File: src/logic/lcdsd_pkg.sv
// Package for the segment LCD driver: register offsets, field positions, reset values.
// Assumes a single 50 MHz bus clock and word-aligned AHB-Lite register access.
package lcdsd_pkg;
	// Register byte offsets
	localparam logic [7:0] OFS_PRESCALE = 8'h00;
	localparam logic [7:0] OFS_SEGEN = 8'h04;
	localparam logic [7:0] OFS_CONTROL = 8'h08;
	localparam logic [7:0] OFS_IRQ_STATUS = 8'h0C;
	localparam logic [7:0] OFS_IRQ_MASK = 8'h10;
	localparam logic [7:0] OFS_SLEEP = 8'h14;
	localparam logic [7:0] OFS_STATE = 8'h18;
	localparam logic [7:0] OFS_PIXEL_FIRST = 8'h40;
	localparam logic [7:0] OFS_PIXEL_LAST = 8'h7C;
	// Control register fields
	localparam int CTL_ENABLE_BIT = 7;
	localparam int CTL_SLEEP_SEL_BIT = 6;
	localparam int CTL_INTERNAL_VOLTAGE_GEN_EN_BIT = 4;
	localparam int CTL_CS_LSB = 2;
	localparam int CTL_MUX_LSB = 0;
	localparam int PS_MSB = 3;
	// Reset values: module off, all pins driver function
	localparam logic [7:0] RST_CONTROL = 8'h00;
	localparam logic [7:0] RST_PRESCALE = 8'h00;
	localparam logic [7:0] RST_SEGEN = 8'hFF;
	// Base ticks per frame-clock step before prescale, per timing source
	localparam logic [15:0] BASE_DIV_SYS = 16'h0400;
	localparam logic [15:0] BASE_DIV_TMR = 16'h0100;
	localparam logic [15:0] BASE_DIV_RC = 16'h0200;
	// Sizes: pixel registers, segment lines, commons and segment-enable pin groups
	localparam int NUM_PIXEL_REGS = 16;
	localparam int NUM_SEGS = 32;
	localparam int NUM_COMS = 4;
	localparam int NUM_GROUPS = 8;
endpackage

File: src/logic/lcdsd_tick_if.sv
// Interface carrying the frame-clock tick from the prescaler to the driver core.
// Assumes both ends share hclk.
`timescale 1ns/1ps
interface lcdsd_tick_if;
	logic tick;
	logic run;
	modport src(output tick, input run);
	modport dst(input tick, output run);
endinterface

File: src/logic/lcdsd_prescaler.sv
// Frame-clock prescaler: divides the selected timing source tick by its base division, then by (prescale+1).
// Assumes the timing source enable pulses are synchronous to hclk.
`timescale 1ns/1ps
module lcdsd_prescaler (
	input wire logic hclk,
	input wire logic hresetn,
	input wire logic [1:0] timing_source_sel,
	input wire logic [3:0] frame_prescale_sel,
	input wire logic tmr_osc_tick,
	input wire logic rc_osc_tick,
	lcdsd_tick_if.src tk
);
	logic [15:0] base_cnt;
	logic [15:0] next_base_cnt;
	logic [3:0] ps_cnt;
	logic [3:0] next_ps_cnt;
	logic tick_q;
	logic next_tick_q;
	logic src_en;
	logic [15:0] base_lim;

	assign tk.tick = tick_q;

	// Pick source pulse and base division; system clock counts every cycle
	always_comb begin
		unique case (timing_source_sel)
			2'b00: begin
				src_en = 1'b1;
				base_lim = lcdsd_pkg::BASE_DIV_SYS;
			end
			2'b01: begin
				src_en = tmr_osc_tick;
				base_lim = lcdsd_pkg::BASE_DIV_TMR;
			end
			default: begin
				src_en = rc_osc_tick;
				base_lim = lcdsd_pkg::BASE_DIV_RC;
			end
		endcase
	end

	// Two-stage division; counters hold at zero while the driver is stopped
	always_comb begin
		next_base_cnt = base_cnt;
		next_ps_cnt = ps_cnt;
		next_tick_q = 1'b0;
		if (!tk.run) begin
			next_base_cnt = 16'h0000;
			next_ps_cnt = 4'h0;
		end else if (src_en) begin
			if (base_cnt >= base_lim - 16'h0001) begin
				next_base_cnt = 16'h0000;
				if (ps_cnt >= frame_prescale_sel) begin
					next_ps_cnt = 4'h0;
					next_tick_q = 1'b1;
				end else begin
					next_ps_cnt = ps_cnt + 4'h1;
				end
			end else begin
				next_base_cnt = base_cnt + 16'h0001;
			end
		end
	end

	// Register stage
	always_ff @(posedge hclk or negedge hresetn) begin
		if (!hresetn) begin
			base_cnt <= 16'h0000;
			ps_cnt <= 4'h0;
			tick_q <= 1'b0;
		end else begin
			base_cnt <= next_base_cnt;
			ps_cnt <= next_ps_cnt;
			tick_q <= next_tick_q;
		end
	end
endmodule

File: src/logic/lcdsd_top.sv
// Segment LCD driver: AHB-Lite registers, frame sequencer, common/segment drive codes.
// Assumes a single-master AHB-Lite bus on hclk and an external analog stage that turns
// the two-bit level codes into ladder voltages.
//
// Our own choices: register access over AHB-Lite and the placing of the registers.
`timescale 1ns/1ps
// How it works
// - Reset leaves the module enable clear, so no waveform is driven.
// - Reset sets every segment-enable bit, so the pins come up as LCD drivers.
// - The low four bits of the prescale register set the frame clock division.
// - A set segment-enable bit gives its pin group to the driver, overriding port direction.
// - The control register holds mux/bias, timing source, voltage gen and sleep select.
// - Sixteen pixel registers hold one bit per pixel, shown on the panel waveforms.
// - A write-one-to-clear frame flag reaches the interrupt line only while enabled.
// - Control bit 7 enables the module; clearing it stops frame generation.
// - Writing 0x17 to control gives sleep drive, voltage gen set, timer source, quarter mux, off.
// - Timer source with prescale 0x06 yields a frame rate near 37 Hz.
// - With sleep select set, core sleep stops drive at once at the minimum level.
// - Control bit 4 enables internal voltage generation, else the external ladder is used.
module lcdsd_top (
	input wire logic hclk,
	input wire logic hresetn,
	input wire logic hsel,
	input wire logic [31:0] haddr,
	input wire logic [1:0] htrans,
	input wire logic hwrite,
	input wire logic [2:0] hsize,
	input wire logic [31:0] hwdata,
	input wire logic hready,
	output logic [31:0] hrdata,
	output logic hreadyout,
	output logic hresp,
	input wire logic core_sleep,
	input wire logic tmr_osc_tick,
	input wire logic rc_osc_tick,
	input wire logic [31:0] port_direction_bits,
	output logic [63:0] seg_level,
	output logic [7:0] com_level,
	output logic [31:0] pin_is_driver,
	output logic [31:0] pin_oe_n,
	output logic charge_pump_en,
	output logic irq
);
	lcdsd_tick_if tk();

	logic [7:0] frame_prescale_reg;
	logic [7:0] next_frame_prescale_reg;
	logic [7:0] segment_pin_enable_reg;
	logic [7:0] next_segment_pin_enable_reg;
	logic [7:0] lcd_control_reg;
	logic [7:0] next_lcd_control_reg;
	logic frame_irq_flag;
	logic next_frame_irq_flag;
	logic frame_irq_enable;
	logic next_frame_irq_enable;
	logic [7:0] pixel_mem [lcdsd_pkg::NUM_PIXEL_REGS];
	logic [7:0] next_pixel_mem [lcdsd_pkg::NUM_PIXEL_REGS];
	logic wr_pend;
	logic next_wr_pend;
	logic [7:0] wr_addr;
	logic [7:0] next_wr_addr;
	logic [31:0] next_hrdata;
	logic [2:0] phase;
	logic [2:0] next_phase;
	logic [63:0] next_seg_level;
	logic [7:0] next_com_level;
	logic [31:0] next_pin_is_driver;
	logic [31:0] next_pin_oe_n;
	logic next_pump;
	logic next_irq;
	logic driver_module_enable;
	logic stop_in_sleep_sel;
	logic internal_voltage_gen_en;
	logic [1:0] multiplex_bias_sel;
	logic [1:0] timing_source_sel;
	logic running;
	logic [2:0] last_phase;
	logic frame_end;
	logic rd_take;

	// Control field decode
	assign driver_module_enable = lcd_control_reg[lcdsd_pkg::CTL_ENABLE_BIT];
	assign stop_in_sleep_sel = lcd_control_reg[lcdsd_pkg::CTL_SLEEP_SEL_BIT];
	assign internal_voltage_gen_en = lcd_control_reg[lcdsd_pkg::CTL_INTERNAL_VOLTAGE_GEN_EN_BIT];
	assign timing_source_sel = lcd_control_reg[lcdsd_pkg::CTL_CS_LSB +: 2];
	assign multiplex_bias_sel = lcd_control_reg[lcdsd_pkg::CTL_MUX_LSB +: 2];
	// Sleep with stop select halts immediately, mid-frame if need be
	assign running = driver_module_enable && !(core_sleep && stop_in_sleep_sel);
	assign tk.run = running;
	// Two phases (positive and inverted) per common keep the panel free of DC
	assign last_phase = {multiplex_bias_sel, 1'b1};
	assign frame_end = tk.tick && (phase == last_phase);
	assign rd_take = hsel && hready && htrans[1] && !hwrite;

	lcdsd_prescaler u_presc (
		.hclk(hclk),
		.hresetn(hresetn),
		.timing_source_sel(timing_source_sel),
		.frame_prescale_sel(frame_prescale_reg[lcdsd_pkg::PS_MSB:0]),
		.tmr_osc_tick(tmr_osc_tick),
		.rc_osc_tick(rc_osc_tick),
		.tk(tk)
	);

	// Bus slave and register file; zero wait states, writes land in the data phase
	always_comb begin
		next_wr_pend = hsel && hready && htrans[1] && hwrite;
		next_wr_addr = wr_pend ? wr_addr : haddr[7:0];
		if (next_wr_pend) begin
			next_wr_addr = haddr[7:0];
		end
		next_frame_prescale_reg = frame_prescale_reg;
		next_segment_pin_enable_reg = segment_pin_enable_reg;
		next_lcd_control_reg = lcd_control_reg;
		next_frame_irq_enable = frame_irq_enable;
		next_frame_irq_flag = frame_irq_flag;
		next_pixel_mem = pixel_mem;
		next_hrdata = 32'h0000_0000;
		if (wr_pend) begin
			unique case (wr_addr)
				lcdsd_pkg::OFS_PRESCALE: next_frame_prescale_reg = {4'h0, hwdata[3:0]};
				lcdsd_pkg::OFS_SEGEN: next_segment_pin_enable_reg = hwdata[7:0];
				lcdsd_pkg::OFS_CONTROL: next_lcd_control_reg = hwdata[7:0];
				lcdsd_pkg::OFS_IRQ_STATUS: begin
					if (hwdata[0]) begin
						next_frame_irq_flag = 1'b0;
					end
				end
				lcdsd_pkg::OFS_IRQ_MASK: next_frame_irq_enable = hwdata[0];
				default: begin
					if (wr_addr >= lcdsd_pkg::OFS_PIXEL_FIRST &&
						wr_addr <= lcdsd_pkg::OFS_PIXEL_LAST && wr_addr[1:0] == 2'b00) begin
						next_pixel_mem[wr_addr[5:2]] = hwdata[7:0];
					end
				end
			endcase
		end
		// Frame boundary sets the flag; set wins over a same-cycle clear
		if (frame_end) begin
			next_frame_irq_flag = 1'b1;
		end
		if (rd_take) begin
			unique case (haddr[7:0])
				lcdsd_pkg::OFS_PRESCALE: next_hrdata = {24'h00_0000, frame_prescale_reg};
				lcdsd_pkg::OFS_SEGEN: next_hrdata = {24'h00_0000, segment_pin_enable_reg};
				lcdsd_pkg::OFS_CONTROL: next_hrdata = {24'h00_0000, lcd_control_reg};
				lcdsd_pkg::OFS_IRQ_STATUS: next_hrdata = {31'h0000_0000, frame_irq_flag};
				lcdsd_pkg::OFS_IRQ_MASK: next_hrdata = {31'h0000_0000, frame_irq_enable};
				lcdsd_pkg::OFS_STATE: next_hrdata = {27'h000_0000, running, 1'b0, phase};
				default: begin
					if (haddr[7:0] >= lcdsd_pkg::OFS_PIXEL_FIRST &&
						haddr[7:0] <= lcdsd_pkg::OFS_PIXEL_LAST) begin
						next_hrdata = {24'h00_0000, pixel_mem[haddr[5:2]]};
					end
				end
			endcase
		end
	end

	// Frame phase sequencer; restarts from phase 0 whenever the driver stops
	always_comb begin
		next_phase = phase;
		if (!running) begin
			next_phase = 3'h0;
		end else if (tk.tick) begin
			next_phase = (phase == last_phase) ? 3'h0 : phase + 3'h1;
		end
	end

	// Drive codes: 0 is the minimum level, 3 the top of the ladder
	always_comb begin
		logic [1:0] com_idx;
		logic inv;
		logic on;
		logic [7:0] prow;
		com_idx = phase[2:1];
		inv = phase[0];
		on = 1'b0;
		prow = 8'h00;
		next_seg_level = 64'h0000_0000_0000_0000;
		next_com_level = 8'h00;
		if (running) begin
			for (int c = 0; c < lcdsd_pkg::NUM_COMS; c++) begin
				if (c[1:0] <= multiplex_bias_sel) begin
					if (c[1:0] == com_idx) begin
						next_com_level[2*c +: 2] = inv ? 2'd0 : 2'd3;
					end else begin
						next_com_level[2*c +: 2] = inv ? 2'd2 : 2'd1;
					end
				end
			end
			for (int s = 0; s < lcdsd_pkg::NUM_SEGS; s++) begin
				prow = pixel_mem[{com_idx, s[4:3]}];
				on = prow[s[2:0]];
				if (on) begin
					next_seg_level[2*s +: 2] = inv ? 2'd3 : 2'd0;
				end else begin
					next_seg_level[2*s +: 2] = inv ? 2'd1 : 2'd2;
				end
			end
		end
		for (int p = 0; p < lcdsd_pkg::NUM_SEGS; p++) begin
			next_pin_is_driver[p] = segment_pin_enable_reg[p / 4];
			next_pin_oe_n[p] = segment_pin_enable_reg[p / 4] ? 1'b0 : port_direction_bits[p];
		end
		next_pump = running && internal_voltage_gen_en;
		next_irq = next_frame_irq_flag && frame_irq_enable;
	end

	// Register stage for all state and outputs except hreadyout and hresp
	always_ff @(posedge hclk or negedge hresetn) begin
		if (!hresetn) begin
			frame_prescale_reg <= lcdsd_pkg::RST_PRESCALE;
			segment_pin_enable_reg <= lcdsd_pkg::RST_SEGEN;
			lcd_control_reg <= lcdsd_pkg::RST_CONTROL;
			frame_irq_flag <= 1'b0;
			frame_irq_enable <= 1'b0;
			for (int i = 0; i < lcdsd_pkg::NUM_PIXEL_REGS; i++) begin
				pixel_mem[i] <= 8'h00;
			end
			wr_pend <= 1'b0;
			wr_addr <= 8'h00;
			hrdata <= 32'h0000_0000;
			phase <= 3'h0;
			seg_level <= 64'h0000_0000_0000_0000;
			com_level <= 8'h00;
			pin_is_driver <= 32'hFFFF_FFFF;
			pin_oe_n <= 32'h0000_0000;
			charge_pump_en <= 1'b0;
			irq <= 1'b0;
		end else begin
			frame_prescale_reg <= next_frame_prescale_reg;
			segment_pin_enable_reg <= next_segment_pin_enable_reg;
			lcd_control_reg <= next_lcd_control_reg;
			frame_irq_flag <= next_frame_irq_flag;
			frame_irq_enable <= next_frame_irq_enable;
			pixel_mem <= next_pixel_mem;
			wr_pend <= next_wr_pend;
			wr_addr <= next_wr_addr;
			hrdata <= next_hrdata;
			phase <= next_phase;
			seg_level <= next_seg_level;
			com_level <= next_com_level;
			pin_is_driver <= next_pin_is_driver;
			pin_oe_n <= next_pin_oe_n;
			charge_pump_en <= next_pump;
			irq <= next_irq;
		end
	end

	// Zero wait states and OKAY only
	assign hreadyout = 1'b1;
	assign hresp = 1'b0;
endmodule

File: config.mk
export PLATFORM = sky130hd
export DESIGN_NAME = lcdsd_top
export DESIGN_NICKNAME = d
export VERILOG_FILES = /design/src/logic/lcdsd_pkg.sv /design/src/logic/lcdsd_tick_if.sv /design/src/logic/lcdsd_prescaler.sv /design/src/logic/lcdsd_top.sv
export SDC_FILE = /design/constraint.sdc
export NUM_CORES = 1
export LEC_CHECK = 0
export BUFFER_PORTS_ARGS = -buffer_cell sky130_fd_sc_hd__buf_4
export CAP_MARGIN = 20
export CORE_MARGIN = 4
export CORE_UTILIZATION = 51
export CTS_BUF_LIST = sky130_fd_sc_hd__clkbuf_4 sky130_fd_sc_hd__clkbuf_8
export CTS_CLUSTER_SIZE = 12
export DETAILED_ROUTE_END_ITERATION = 7
export HOLD_SLACK_MARGIN = 0.08
export PLACE_DENSITY = 0.78
export REMOVE_ABC_BUFFERS = 1
export SLEW_MARGIN = 5
export SYNTH_ARGS = -nofsm -noshare
export SYNTH_HDL_FRONTEND = slang
export SYNTH_SLANG_ARGS = --single-unit
File: constraint.sdc
create_clock -name hclk -period 2.45 [get_ports hclk]
set_clock_uncertainty 0.05 [all_clocks]
set_input_delay 0.6125 -clock hclk [delete_from_list [all_inputs] [get_ports hclk]]
set_output_delay 0.6125 -clock hclk [all_outputs]
set_load 0.005 [all_outputs]
* Word level (Yosys, flattened, before mapping)
Cells that the tools add are included.
Cells by class: muxes and demuxes 121, bitwise operators 7, $lt $le $gt $ge 17, equality and inequality tests 18, add/subtract/negate cells 4, reduce and logical (&&, ||, !) cells 27
Operator list (count):
- $bmux W8 S4 | 5
- $bwmux W128 | 1
- $mux W8 | 16
- $mux W2 | 44
- $mux W64 | 1
- $mux W16 | 3
- $pmux W8 S6 | 1
- $mux W1 | 40
- $demux W8 S4 | 1
- $eq A8 B4 Y1 const B | 4
- $ge A5 B5 Y1 const B | 6
- $not A4 Y5 | 6
- $eq A8 B5 Y1 const B | 3
- $pmux W11 S2 | 1
- $add A16 B1 Y16 const B | 1
- $eq A8 B3 Y1 const B | 2
- $ge A16 B16 Y1 | 1
- $ge A8 B7 Y1 const B | 2
- $le A8 B7 Y1 const B | 2
- $logic_not A8 Y1 | 2
- $mux W4 | 4
- $logic_and A1 B1 Y1 | 13
- $sub A11 B1 Y12 const B | 1
- $reduce_and A2 Y1 | 5
- other kinds (18) | 29
Storage, ports and cells: logic and storage cells 228, output and inout bits 172, register bits 350

* Longest topological paths before layout
Gate-level depths: netlist of run 1.
depth in word-level cells 7, depth in mapped cells 9

* Modules after synthesis
Synthesis of run 1 repeated with hierarchy kept, for this count alone.
Second synthesis, totals: cell total of the unflattened synthesis 1025, area, all modules 13447.9 um^2
By module, submodules not included:
- lcdsd_top | area an instance 12106.6 um^2, cells an instance 879, instances 1, seq. area each 6351.1 um^2
- lcdsd_prescaler | area an instance 1341.3 um^2, cells an instance 146, instances 1, seq. area each 525.5 um^2

* Worst setup path before layout of run 1
OpenSTA, ideal clock, no wires.
path kind flip-flop to flip-flop, start reg lcd_control_reg[2], end reg u_presc.base_cnt[3], path buffers 1, data required time 2322 ps, cell stages (with the launch flop) 9, slack 29 ps, arrival time 2293 ps, period minus slack after synthesis 2421 ps, library setup time 78 ps, cells stage by stage dfrtp_1 > or2_2 > ha_1 > a21oi_1 > o211ai_4 > or2_0 > buf_2 > or4_1 > a21oi_1
Between the ends: word-level cells in the longest chain between the ends 7, elaborated cells between the ends (all ways) 10, classes of those cells add/sub (1); order compare (1); eq/ne (2); mux (5); reduce/logical (1)
Ends and longest elaborated chain:
- start, declared | line lcdsd_top.sv:50 | logic [7:0] lcd_control_reg;
- start signal, assigned | line lcdsd_top.sv:215 | lcd_control_reg <= lcdsd_pkg::RST_CONTROL;
- start signal, assigned | line lcdsd_top.sv:234 | lcd_control_reg <= next_lcd_control_reg;
- $eq A2 B1 Y1 or $logic_not A2 Y1 (tied branches) | line lcdsd_prescaler.sv:26 | unique case (timing_source_sel)
- $pmux W11 S2 | line lcdsd_prescaler.sv:26
- $sub A11 B1 Y12 | line lcdsd_prescaler.sv:51 | if (base_cnt >= base_lim - 16'h0001) begin
- $ge A16 B16 Y1 | line lcdsd_prescaler.sv:51
- $mux W16 | line lcdsd_prescaler.sv:51
- $mux W16 | line lcdsd_prescaler.sv:50 | end else if (src_en) begin
- $mux W16 | line lcdsd_prescaler.sv:47 | if (!tk.run) begin
- end signal, assigned | line lcdsd_prescaler.sv:72 | base_cnt <= next_base_cnt;
- end, declared | line lcdsd_prescaler.sv:13 | logic [15:0] base_cnt;
Several ways; a longest one is shown, not always the timed one. The select of a mux whose other input is x is not followed. A chain may end at the register's enable or synchronous reset.

* Final worst setup path of run 1
start reg lcd_control_reg[3], end reg u_presc.base_cnt[3]
Same word-level chain as after synthesis.

==> flow_summary_export.csv, run 1 <==
group,metric,value,unit
status,outcome,"finished, final reports clean",
timing,relSlewSlack,60.60,%
clock_network,htreeDepth,2,
global_routing,grt_pass1_wl,52940,um
global_routing,grt_use_total,23.62,%
timing,worst_hold_slack,229.5,ps
timing,fin_crit_sh,98.21,%
yosys,yosys_most_used_dff,"dfrtp_1",
placed_design,place_area,15160,um^2
yosys,syn_area_per_cell,13.14,um^2
timing,tightest_slew,589.6,ps
clock_network,clk_pin_slew,60,ps
global_routing,grt_overflow,0,
setup_path,r2r-start,"lcd_control_reg[3]",
clock_network,numCtsBuffers,46,
yosys,synthMuxAreaShare,24.65,%
yosys,yosys.area_share.simple,9.762,%
global_routing,grt_max_degree,66,
layout,layout.nets,1343,
layout,drive_above_1_share,48.64,%
detailed_routing,vias,9056,
timing,fmax,415.6,MHz
setup_path,crit_arrival,2840,ps
yosys,synth_top_cell_by_area,"dfrtp_1",
floorplan,die_x,170.1,um
layout,largest_register_ff_count,128,
yosys,synth_fa_ha_area_share,1.028,%
timing,setup_slack,43.77,ps
yosys,synth_top_area_share,48.20,%
placed_design,dpl.hpwl,23720,um
timing,finalSetupViolations,0,
clock_network,cts_tree,"yes",
layout,area_growth,20.98,%
timing,min_period,2406,ps
detailed_routing,ant_nets,0,
min_path,hold_path_class,"in -> reg",
detailed_routing,routed_via_density,5.699,
yosys,synth-compound-area-share,3.942,%
floorplan,die_area,28920,um^2
layout,n_antenna_cell,0,
flow_run,maxCapViolCount,0,
floorplan,start_util,51.55,%
floorplan,row_count,59,
layout,largest_register,"pixel_mem",
global_routing,grt_pass1_vias,9387,
yosys,synth_cells,1019,
clock_network,clkLatencyLatePin,560,ps
global_routing,antenna_found_initial,0,
yosys,synthArstFlopShare,100.0,%
setup_path,cp-startpoint,"lcd_control_reg[3]",
yosys,synth_area_leaders,"dfrtp_1 48%, mux2_2 13%, mux4_2 11%, buf_4 4.8%, dfstp_2 3.1%",
layout,top_regs,"pixel_mem x128, seg_level x33, pin_oe_n x32",
power,p_per_area,602.1,nW/um^2
clock_network,cts.sinks,274,
setup_path,crit_path_start_kind,"flip-flop",
min_path,min-delay-start,"port_direction_bits[2]",
yosys,yosysSeqAreaShare,51.34,%
timing,drv_slew,0,
detailed_routing,drc_errors,0,
yosys,synth_xor_xnor_area_share,2.681,%
power,ir_drop,0.3943,mV
placed_design,place_congestion,0.8823,
setup_path,reg2reg_depth,7,
placed_design,port_buffers,202,
yosys,synth_top_family_by_area,"multiplexers",
detailed_routing,drt-initial-drc-count,664,
setup_path,critPathRequiredTime,2880,ps
detailed_routing,routedWlPerCell,21.59,um
yosys,synth_cell_types,63,
layout,design_area,16200,um^2
min_path,holdPathStages,2,
setup_path,worst-setup-path-type,"reg -> reg",
yosys,synth_edf_count,0,
power,leakage,7.572,nW
yosys,netlist_area,13390,um^2
yosys,ys_seq_elements,274,
setup_path,cp_max_fo,6,
layout,postLayoutCoreUtil,62.36,%
yosys,synth_warnings,0,
timing,hold_viol,0,
detailed_routing,dr.pass1.iters,5,
floorplan,die_h,170.1,um
placed_design,dpl_worst_slack,-77.18,ps
floorplan,boundaryPins,281,
clock_network,cts_setup_buffers,0,
clock_network,cts_buffer_depth,3,
setup_path,setup.worst_path.end_class,"flip-flop",
floorplan,coreArea,25980,um^2
detailed_routing,routed_wl,34300,um
clock_network,cts-root-buf,"clkbuf_8",
## cell type report
| type | count | area (um^2) |
|---|---|---|
| Fill cell | 1967 | 9781 |
| Sequential cell | 274 | 6879 |
| Multi-Input combinational cell | 626 | 5756 |
| Timing Repair Buffer | 267 | 2106 |
| Clock buffer | 76 | 970.9 |
| Tap cell | 335 | 419.2 |
| Clock inverter | 3 | 43.79 |
| Inverter | 8 | 30.03 |
## routing by layer
metal	vias to the layer above	global-route usage [%]	wire length (um)
met5	-	0	0
met4	0	8.438	1106
met3	82	6.039	2897
met2	421	39.05	16820
met1	4585	30.45	13480
li1	3968	-	-
## worst paths after layout
path                                             end  slack [ps]
worst max-delay path             u_presc.base_cnt[3]          40
worst min-delay path                     pin_oe_n[2]         230
worst max register to register   u_presc.base_cnt[3]          40
worst min register to register     pin_is_driver[15]         350
max in group asynchronous          pin_is_driver[27]        1070
min in group asynchronous       u_presc.base_cnt[10]         510
## critical path, cell delays in order (launching register included)
cell      delay (ps)
dfrtp_1          390
or2_2            290
ha_1             300
a21oi_2          190
o211ai_4         100
or2_4            300
or4_1            560
a21oi_2          160
## cells in the mapped netlist, drive strengths merged, types with 11 or more instances
cell,count
clkbuf,29
nand3,17
nor2,60
a21oi,18
xor2,35
nand2,47
nor3,14
dfrtp,258
dfstp,16
nor2b,43
ha,11
o21ai,22
buf,108
mux4,64
mux2,159
## through the flow
stage | TNS, ps | power, mW | instances
final | 0 | 9.756 | 1589
after global routing | -36.66 | 10.16 | 1589
after CTS | 0 | 9.859 | 1589
after detailed placement | -115.1 | 5.474 | 1509
after global placement | 0 | 5.453 | 1509
after floorplan | -3744 | 5.054 | 908
## cell usage in the layout, fill, tap and decap left out, types with 10 or more instances in the layout
cell type / n
a21oi_1: 15
xor2_1: 35
buf_4: 257
clkbuf_8: 64
nor2b_1: 43
clkbuf_4: 12
nand2_1: 46
nor2_1: 52
dfstp_2: 16
dfrtp_1: 256
nor3_1: 10
conb_1: 28
ha_1: 11
mux2_2: 159
o21ai_0: 22
mux4_2: 64
nand3_1: 17
## kinds of logic (layout without fill, tap and decap cells)
family	after synthesis	after routing
other cells	2	28
xor+xnor	41	41
mux	230	230
flops	274	274
compound gates	81	81
fa+ha+maj	11	11
simple gates	235	235
buf+inv	145	354
## report_power, final
part	switching [mW]	internal, mW
combinational	0.338	0.329
sequential	0.0877	4.64
clock	1.77	2.59
## what timing repair did
item	in CTS	in global routing
cloned	0	0
hold endpoints to repair	35	0
resized for setup	2	4
hold buffers	1	0
pin swaps	0	1
setup endpoints to repair	3	6
(Power assumes the default switching activity.)
==> inputs of run 2 (changes only) <==
- CORE_UTILIZATION: 51 -> 30
- CTS_CLUSTER_DIAMETER: unset -> 120
- PLACE_DENSITY: 0.78 -> unset
==> flow_summary_export.csv, run 2 (synthesis results as in run 1) <==
group,metric,value,unit
timing,rsz0062_at_grt,"false",
detailed_routing,vias,8795,
detailed_routing,routedWlPerCell,20.20,um
timing,setup_slack,136.7,ps
min_path,hold_path_class,"in -> reg",
layout,design_area,16040,um^2
layout,layout.nets,1330,
timing,hold_viol,0,
clock_network,cts_tree,"yes",
clock_network,clkLatencyLatePin,590,ps
setup_path,critPathRequiredTime,2910,ps
timing,finalSetupViolations,0,
layout,top_regs,"pixel_mem x128, seg_level x33, pin_oe_n x32",
global_routing,grt_use_total,14.84,%
clock_network,cts-root-buf,"clkbuf_8",
global_routing,grt_max_degree,60,
global_routing,grt_pass1_wl,55230,um
layout,largest_register,"pixel_mem",
setup_path,crit_path_start_kind,"flip-flop",
floorplan,start_util,30.29,%
floorplan,die_area,48090,um^2
floorplan,boundaryPins,281,
layout,postLayoutCoreUtil,36.26,%
detailed_routing,routed_wl,36580,um
placed_design,place_congestion,0.8281,
setup_path,cp_top_family,"simple AND/OR/NAND/NOR gates",
floorplan,coreArea,44220,um^2
clock_network,clk_pin_slew,90,ps
global_routing,grt_overflow,0,
detailed_routing,routed_via_density,4.856,
power,p_per_area,505.7,nW/um^2
timing,tightest_slew,744.0,ps
layout,n_antenna_cell,0,
global_routing,antenna_found_initial,0,
placed_design,place_area,15550,um^2
setup_path,worst-setup-path-type,"reg -> reg",
status,outcome,"finished, final reports clean",
layout,final_common_cell,"buf_4",
power,leakage,7.322,nW
layout,area_growth,19.73,%
power,ir_drop,0.3155,mV
setup_path,slowest_delay,520,ps
timing,fin_crit_sh,94.42,%
placed_design,dpl_worst_slack,-10.35,ps
setup_path,path_buf_inv,0,
clock_network,cts.sinks,274,
detailed_routing,ant_nets,0,
detailed_routing,drc_errors,0,
flow_run,maxCapViolCount,0,
detailed_routing,dr.pass1.iters,4,
layout,largest_register_ff_count,128,
layout,mostFrequentLayoutCells,"262 x buf_4, 256 x dfrtp_1, 159 x mux2_2",
floorplan,die_x,219.3,um
setup_path,path_cells,"or2_2, ha_1, a21oi_2, o211ai_4, or2_4, or4b_4, a21oi_2",
clock_network,numCtsBuffers,26,
timing,fmax,432.3,MHz
placed_design,port_buffers,202,
clock_network,cts_buffer_depth,3,
placed_design,dpl.hpwl,26070,um
timing,drv_slew,0,
timing,relSlewSlack,49.88,%
clock_network,htreeDepth,1,
setup_path,cp_max_fo,5,
setup_path,slowest_stage,"or4b_4",
floorplan,die_h,219.3,um
global_routing,grt_pass1_vias,8842,
setup_path,setup.worst_path.end_class,"flip-flop",
layout,fillCellCount,4278,
layout,drive_above_1_share,47.17,%
timing,min_period,2313,ps
setup_path,crit_arrival,2780,ps
detailed_routing,drt-initial-drc-count,611,
floorplan,row_count,77,
setup_path,crit_top_cell,"a21oi_2",
==> run 2: cell count changes in the layout (fill, tap and decap cells not counted) <==
cell / previous run / this run
o21ai_1: 0 / 1
clkinv_2: 1 / 0
buf_4: 257 / 262
a21oi_2: 3 / 2
clkbuf_8: 64 / 27
bufinv_16: 1 / 0
clkinv_4: 1 / 0
or4b_4: 1 / 2
buf_12: 7 / 9
a21oi_1: 15 / 16
o21ai_0: 22 / 21
inv_6: 0 / 1
clkbuf_4: 12 / 9
or4b_1: 1 / 0
==> run 2: cell type report <==
cell class | count | area (um^2) | area share, %
clock inverter | 1 | 8.758 | 0.05462
inverter | 8 | 30.03 | 0.1873
multi-input combinational | 626 | 5756 | 35.89
tap | 592 | 740.7 | 4.619
timing repair buffer | 274 | 2183 | 13.61
clock buffer | 36 | 439.2 | 2.739
sequential | 274 | 6879 | 42.90
==> run 2: worst paths after layout <==
| check | startpoint | end | slack (ps) | depth (start not counted) |
|---|---|---|---|---|
| min in group asynchronous | hresetn | com_level[3] | 500 | 2 |
| max in group asynchronous | hresetn | pin_is_driver[11] | 1140 | 3 |
| max reg2reg | lcd_control_reg[2] | u_presc.base_cnt[7] | 140 | 7 |
| min reg2reg | segment_pin_enable_reg[5] | pin_is_driver[23] | 370 | 0 |
| min | port_direction_bits[1] | pin_oe_n[1] | 200 | 2 |
| max | lcd_control_reg[2] | u_presc.base_cnt[7] | 140 | 7 |
==> run 2: layer usage <==
metal  global-route usage (%)  wire, um
met1                    20.20     15450
met2                    24.84     17540
met3                    2.866      2857
met4                    2.970       730
met5                        0         0
==> run 2: where the power goes <==
group / switching (mW) / total [mW] / internal, mW
Clock: 1.57 / 2.71 / 1.14
Sequential: 0.0861 / 4.72 / 4.63
Combinational: 0.345 / 0.686 / 0.341
==> run 2: what timing repair did <==
| action | 4_1_cts | 5_1_grt |
|---|---|---|
| hold endpoints to repair | 44 | 0 |
| buffers inserted | 0 | 1 |
| hold buffers | 1 | 0 |
| resized for setup | 0 | 7 |
| endpoints found under the setup margin | 0 | 9 |
==> run 2: metrics by stage <==
| step | total power, mW | cells | hold WS [ps] | TNS, ps |
|---|---|---|---|---|
| 6_report | 8.110 | 1811 | 202.0 | 0 |
| 5_1_grt | 8.464 | 1811 | 176.9 | 0 |
| 4_1_cts | 8.211 | 1810 | 170.0 | 0 |
| 3_5_place_dp | 5.499 | 1772 | 359.4 | -10.35 |
| 3_3_place_gp | 5.486 | 1772 | 360.4 | -3.886 |
| 2_1_floorplan | 5.054 | 908 | 266.9 | -3744 |
==> inputs of run 3 (changes only) <==
- CORE_UTILIZATION: 30 -> 45
- PLACE_DENSITY: unset -> 0.7
- RECOVER_POWER: unset -> 50
- TNS_END_PERCENT: unset -> 1
==> flow_summary_export.csv, run 3 (synthesis results as in run 1) <==
group,metric,value,unit
placed_design,port_buffers,202,
placed_design,dpl.hpwl,24470,um
clock_network,cts_setup_buffers,0,
placed_design,place_area,15280,um^2
detailed_routing,dr.pass1.iters,5,
clock_network,clk_pin_slew,90,ps
timing,hold_viol,0,
floorplan,boundaryPins,281,
detailed_routing,wl_met1,14060,um
min_path,hold_path_class,"in -> reg",
layout,area_growth,17.63,%
floorplan,row_count,62,
floorplan,die_x,180.5,um
detailed_routing,routedWlPerCell,21.26,um
layout,drive_above_1_share,46.34,%
detailed_routing,ant_nets,0,
detailed_routing,drt-initial-drc-count,474,
floorplan,start_util,46.17,%
clock_network,cts_tree,"yes",
setup_path,worst-setup-path-type,"reg -> reg",
layout,fillCellCount,2457,
placed_design,place_congestion,0.8585,
layout,largest_register,"pixel_mem",
flow_run,maxCapViolCount,0,
status,outcome,"finished, final reports clean",
timing,finalSetupViolations,0,
timing,tns,0,ps
timing,tightest_slew,1321,ps
detailed_routing,drc_errors,0,
setup_path,crit_arrival,2810,ps
global_routing,grt_pass1_wl,53640,um
setup_path,regToRegSetupSlack,100,ps
power,p_per_area,520.9,nW/um^2
clock_network,numCtsBuffers,26,
setup_path,critPathRequiredTime,2910,ps
timing,setup_slack,99.74,ps
layout,top_regs,"pixel_mem x128, seg_level x33, pin_oe_n x32",
detailed_routing,routed_via_density,5.487,
layout,largest_register_ff_count,128,
timing,fin_crit_sh,95.93,%
layout,postLayoutCoreUtil,54.30,%
detailed_routing,routed_wl,34270,um
timing,relSlewSlack,11.94,%
detailed_routing,vias,8845,
timing,drv_slew,0,
placed_design,dpl_worst_slack,-25.76,ps
detailed_routing,wl_met3,2337,um
layout,n_antenna_cell,0,
global_routing,grt_overflow,0,
global_routing,grt_use_total,20.70,%
setup_path,setup.worst_path.end_class,"flip-flop",
detailed_routing,met2_length,17340,um
global_routing,grt_pass1_vias,9118,
timing,min_period,2350,ps
floorplan,coreArea,29010,um^2
global_routing,grt_max_degree,62,
detailed_routing,highest_layer,"met4",
clock_network,htreeDepth,1,
layout,stdcell_count,1612,
layout,final_common_cell,"dfrtp_1",
layout,layout.nets,1331,
clock_network,clkLatencyLatePin,590,ps
global_routing,antenna_found_initial,0,
setup_path,cp_max_fo,6,
clock_network,cts-root-buf,"clkbuf_8",
power,leakage,7.329,nW
clock_network,cts_buffer_depth,3,
layout,mostFrequentLayoutCells,"257 x dfrtp_1, 255 x buf_4, 159 x mux2_2",
layout,design_area,15760,um^2
timing,fmax,425.5,MHz
floorplan,die_area,32590,um^2
power,ir_drop,0.3362,mV
clock_network,cts.sinks,274,
floorplan,die_h,180.5,um
placed_design,placed_cells,1566,
timing,rsz0062_at_grt,"false",
setup_path,crit_path_start_kind,"flip-flop",
[run 3: cell types whose count changed in the layout (fill, tap and decap cells not counted), moves of 3 or more]
cell      before  now
buf_6          1    4
clkbuf_4       9   20
buf_4        262  255
dfstp_1        0    8
buf_12         9    4
clkbuf_1       0    3
clkbuf_2       0    5
dfstp_2       16    8
[run 3: cell type report]
type                            count  area [um^2]  share of cell area, %
Sequential cell                   274         6878                  43.65
Multi-Input combinational cell    626         5746                  36.47
Timing Repair Buffer              275         2108                  13.38
Clock buffer                       45        513.0                  3.256
Tap cell                          384        480.5                  3.050
Inverter                            8        30.03                 0.1906
[run 3: repair_timing]
action                                 4_1_cts  5_1_grt
pin swaps                                    0        0
endpoints found under the hold margin       38        0
hold buffers                                 1        0
gates resized for setup                      1        3
setup endpoints to repair                    2        5
[run 3: power by group]
group          total, mW  internal (mW)  leakage, nW  switching, mW
clock               2.83           1.30        0.280           1.52
combinational      0.662          0.324         3.55          0.338
sequential          4.72           4.63         3.50         0.0869
total               8.21           6.26         7.33           1.95
[run 3: critical path, cell delays in order, from the launching register on]
cell and delay (ps):
dfrtp_1 380, or2_2 300, ha_1 300, a21oi_2 190
o211ai_4 90, or2_4 290, or4_1 500, a21oi_1 170
[run 3: stage by stage]
step,power [mW],hold slack [ps]
6_report,8.206,192.5
5_1_grt,8.546,180.1
4_1_cts,8.317,162.9
3_5_place_dp,5.480,355.0
3_3_place_gp,5.465,351.3
2_1_floorplan,5.054,266.9
[run 3: metal layers]
metal	vias up	global-route usage, %
met3	43	3.855
li1	3912	-
met1	4560	28.13
met5	-	0
met4	0	3.932
met2	330	35.36
[run 3: final timing paths]
path / from / to / cells past startpoint
worst min register to register: segment_pin_enable_reg[3] / pin_is_driver[15] / 0
worst min-delay path: port_direction_bits[6] / pin_oe_n[6] / 2
min in group asynchronous: hresetn / com_level[0] / 2
worst max register to register: lcd_control_reg[2] / u_presc.base_cnt[3] / 7
max in group asynchronous: hresetn / pin_is_driver[15] / 3
worst max-delay path: lcd_control_reg[2] / u_presc.base_cnt[3] / 7
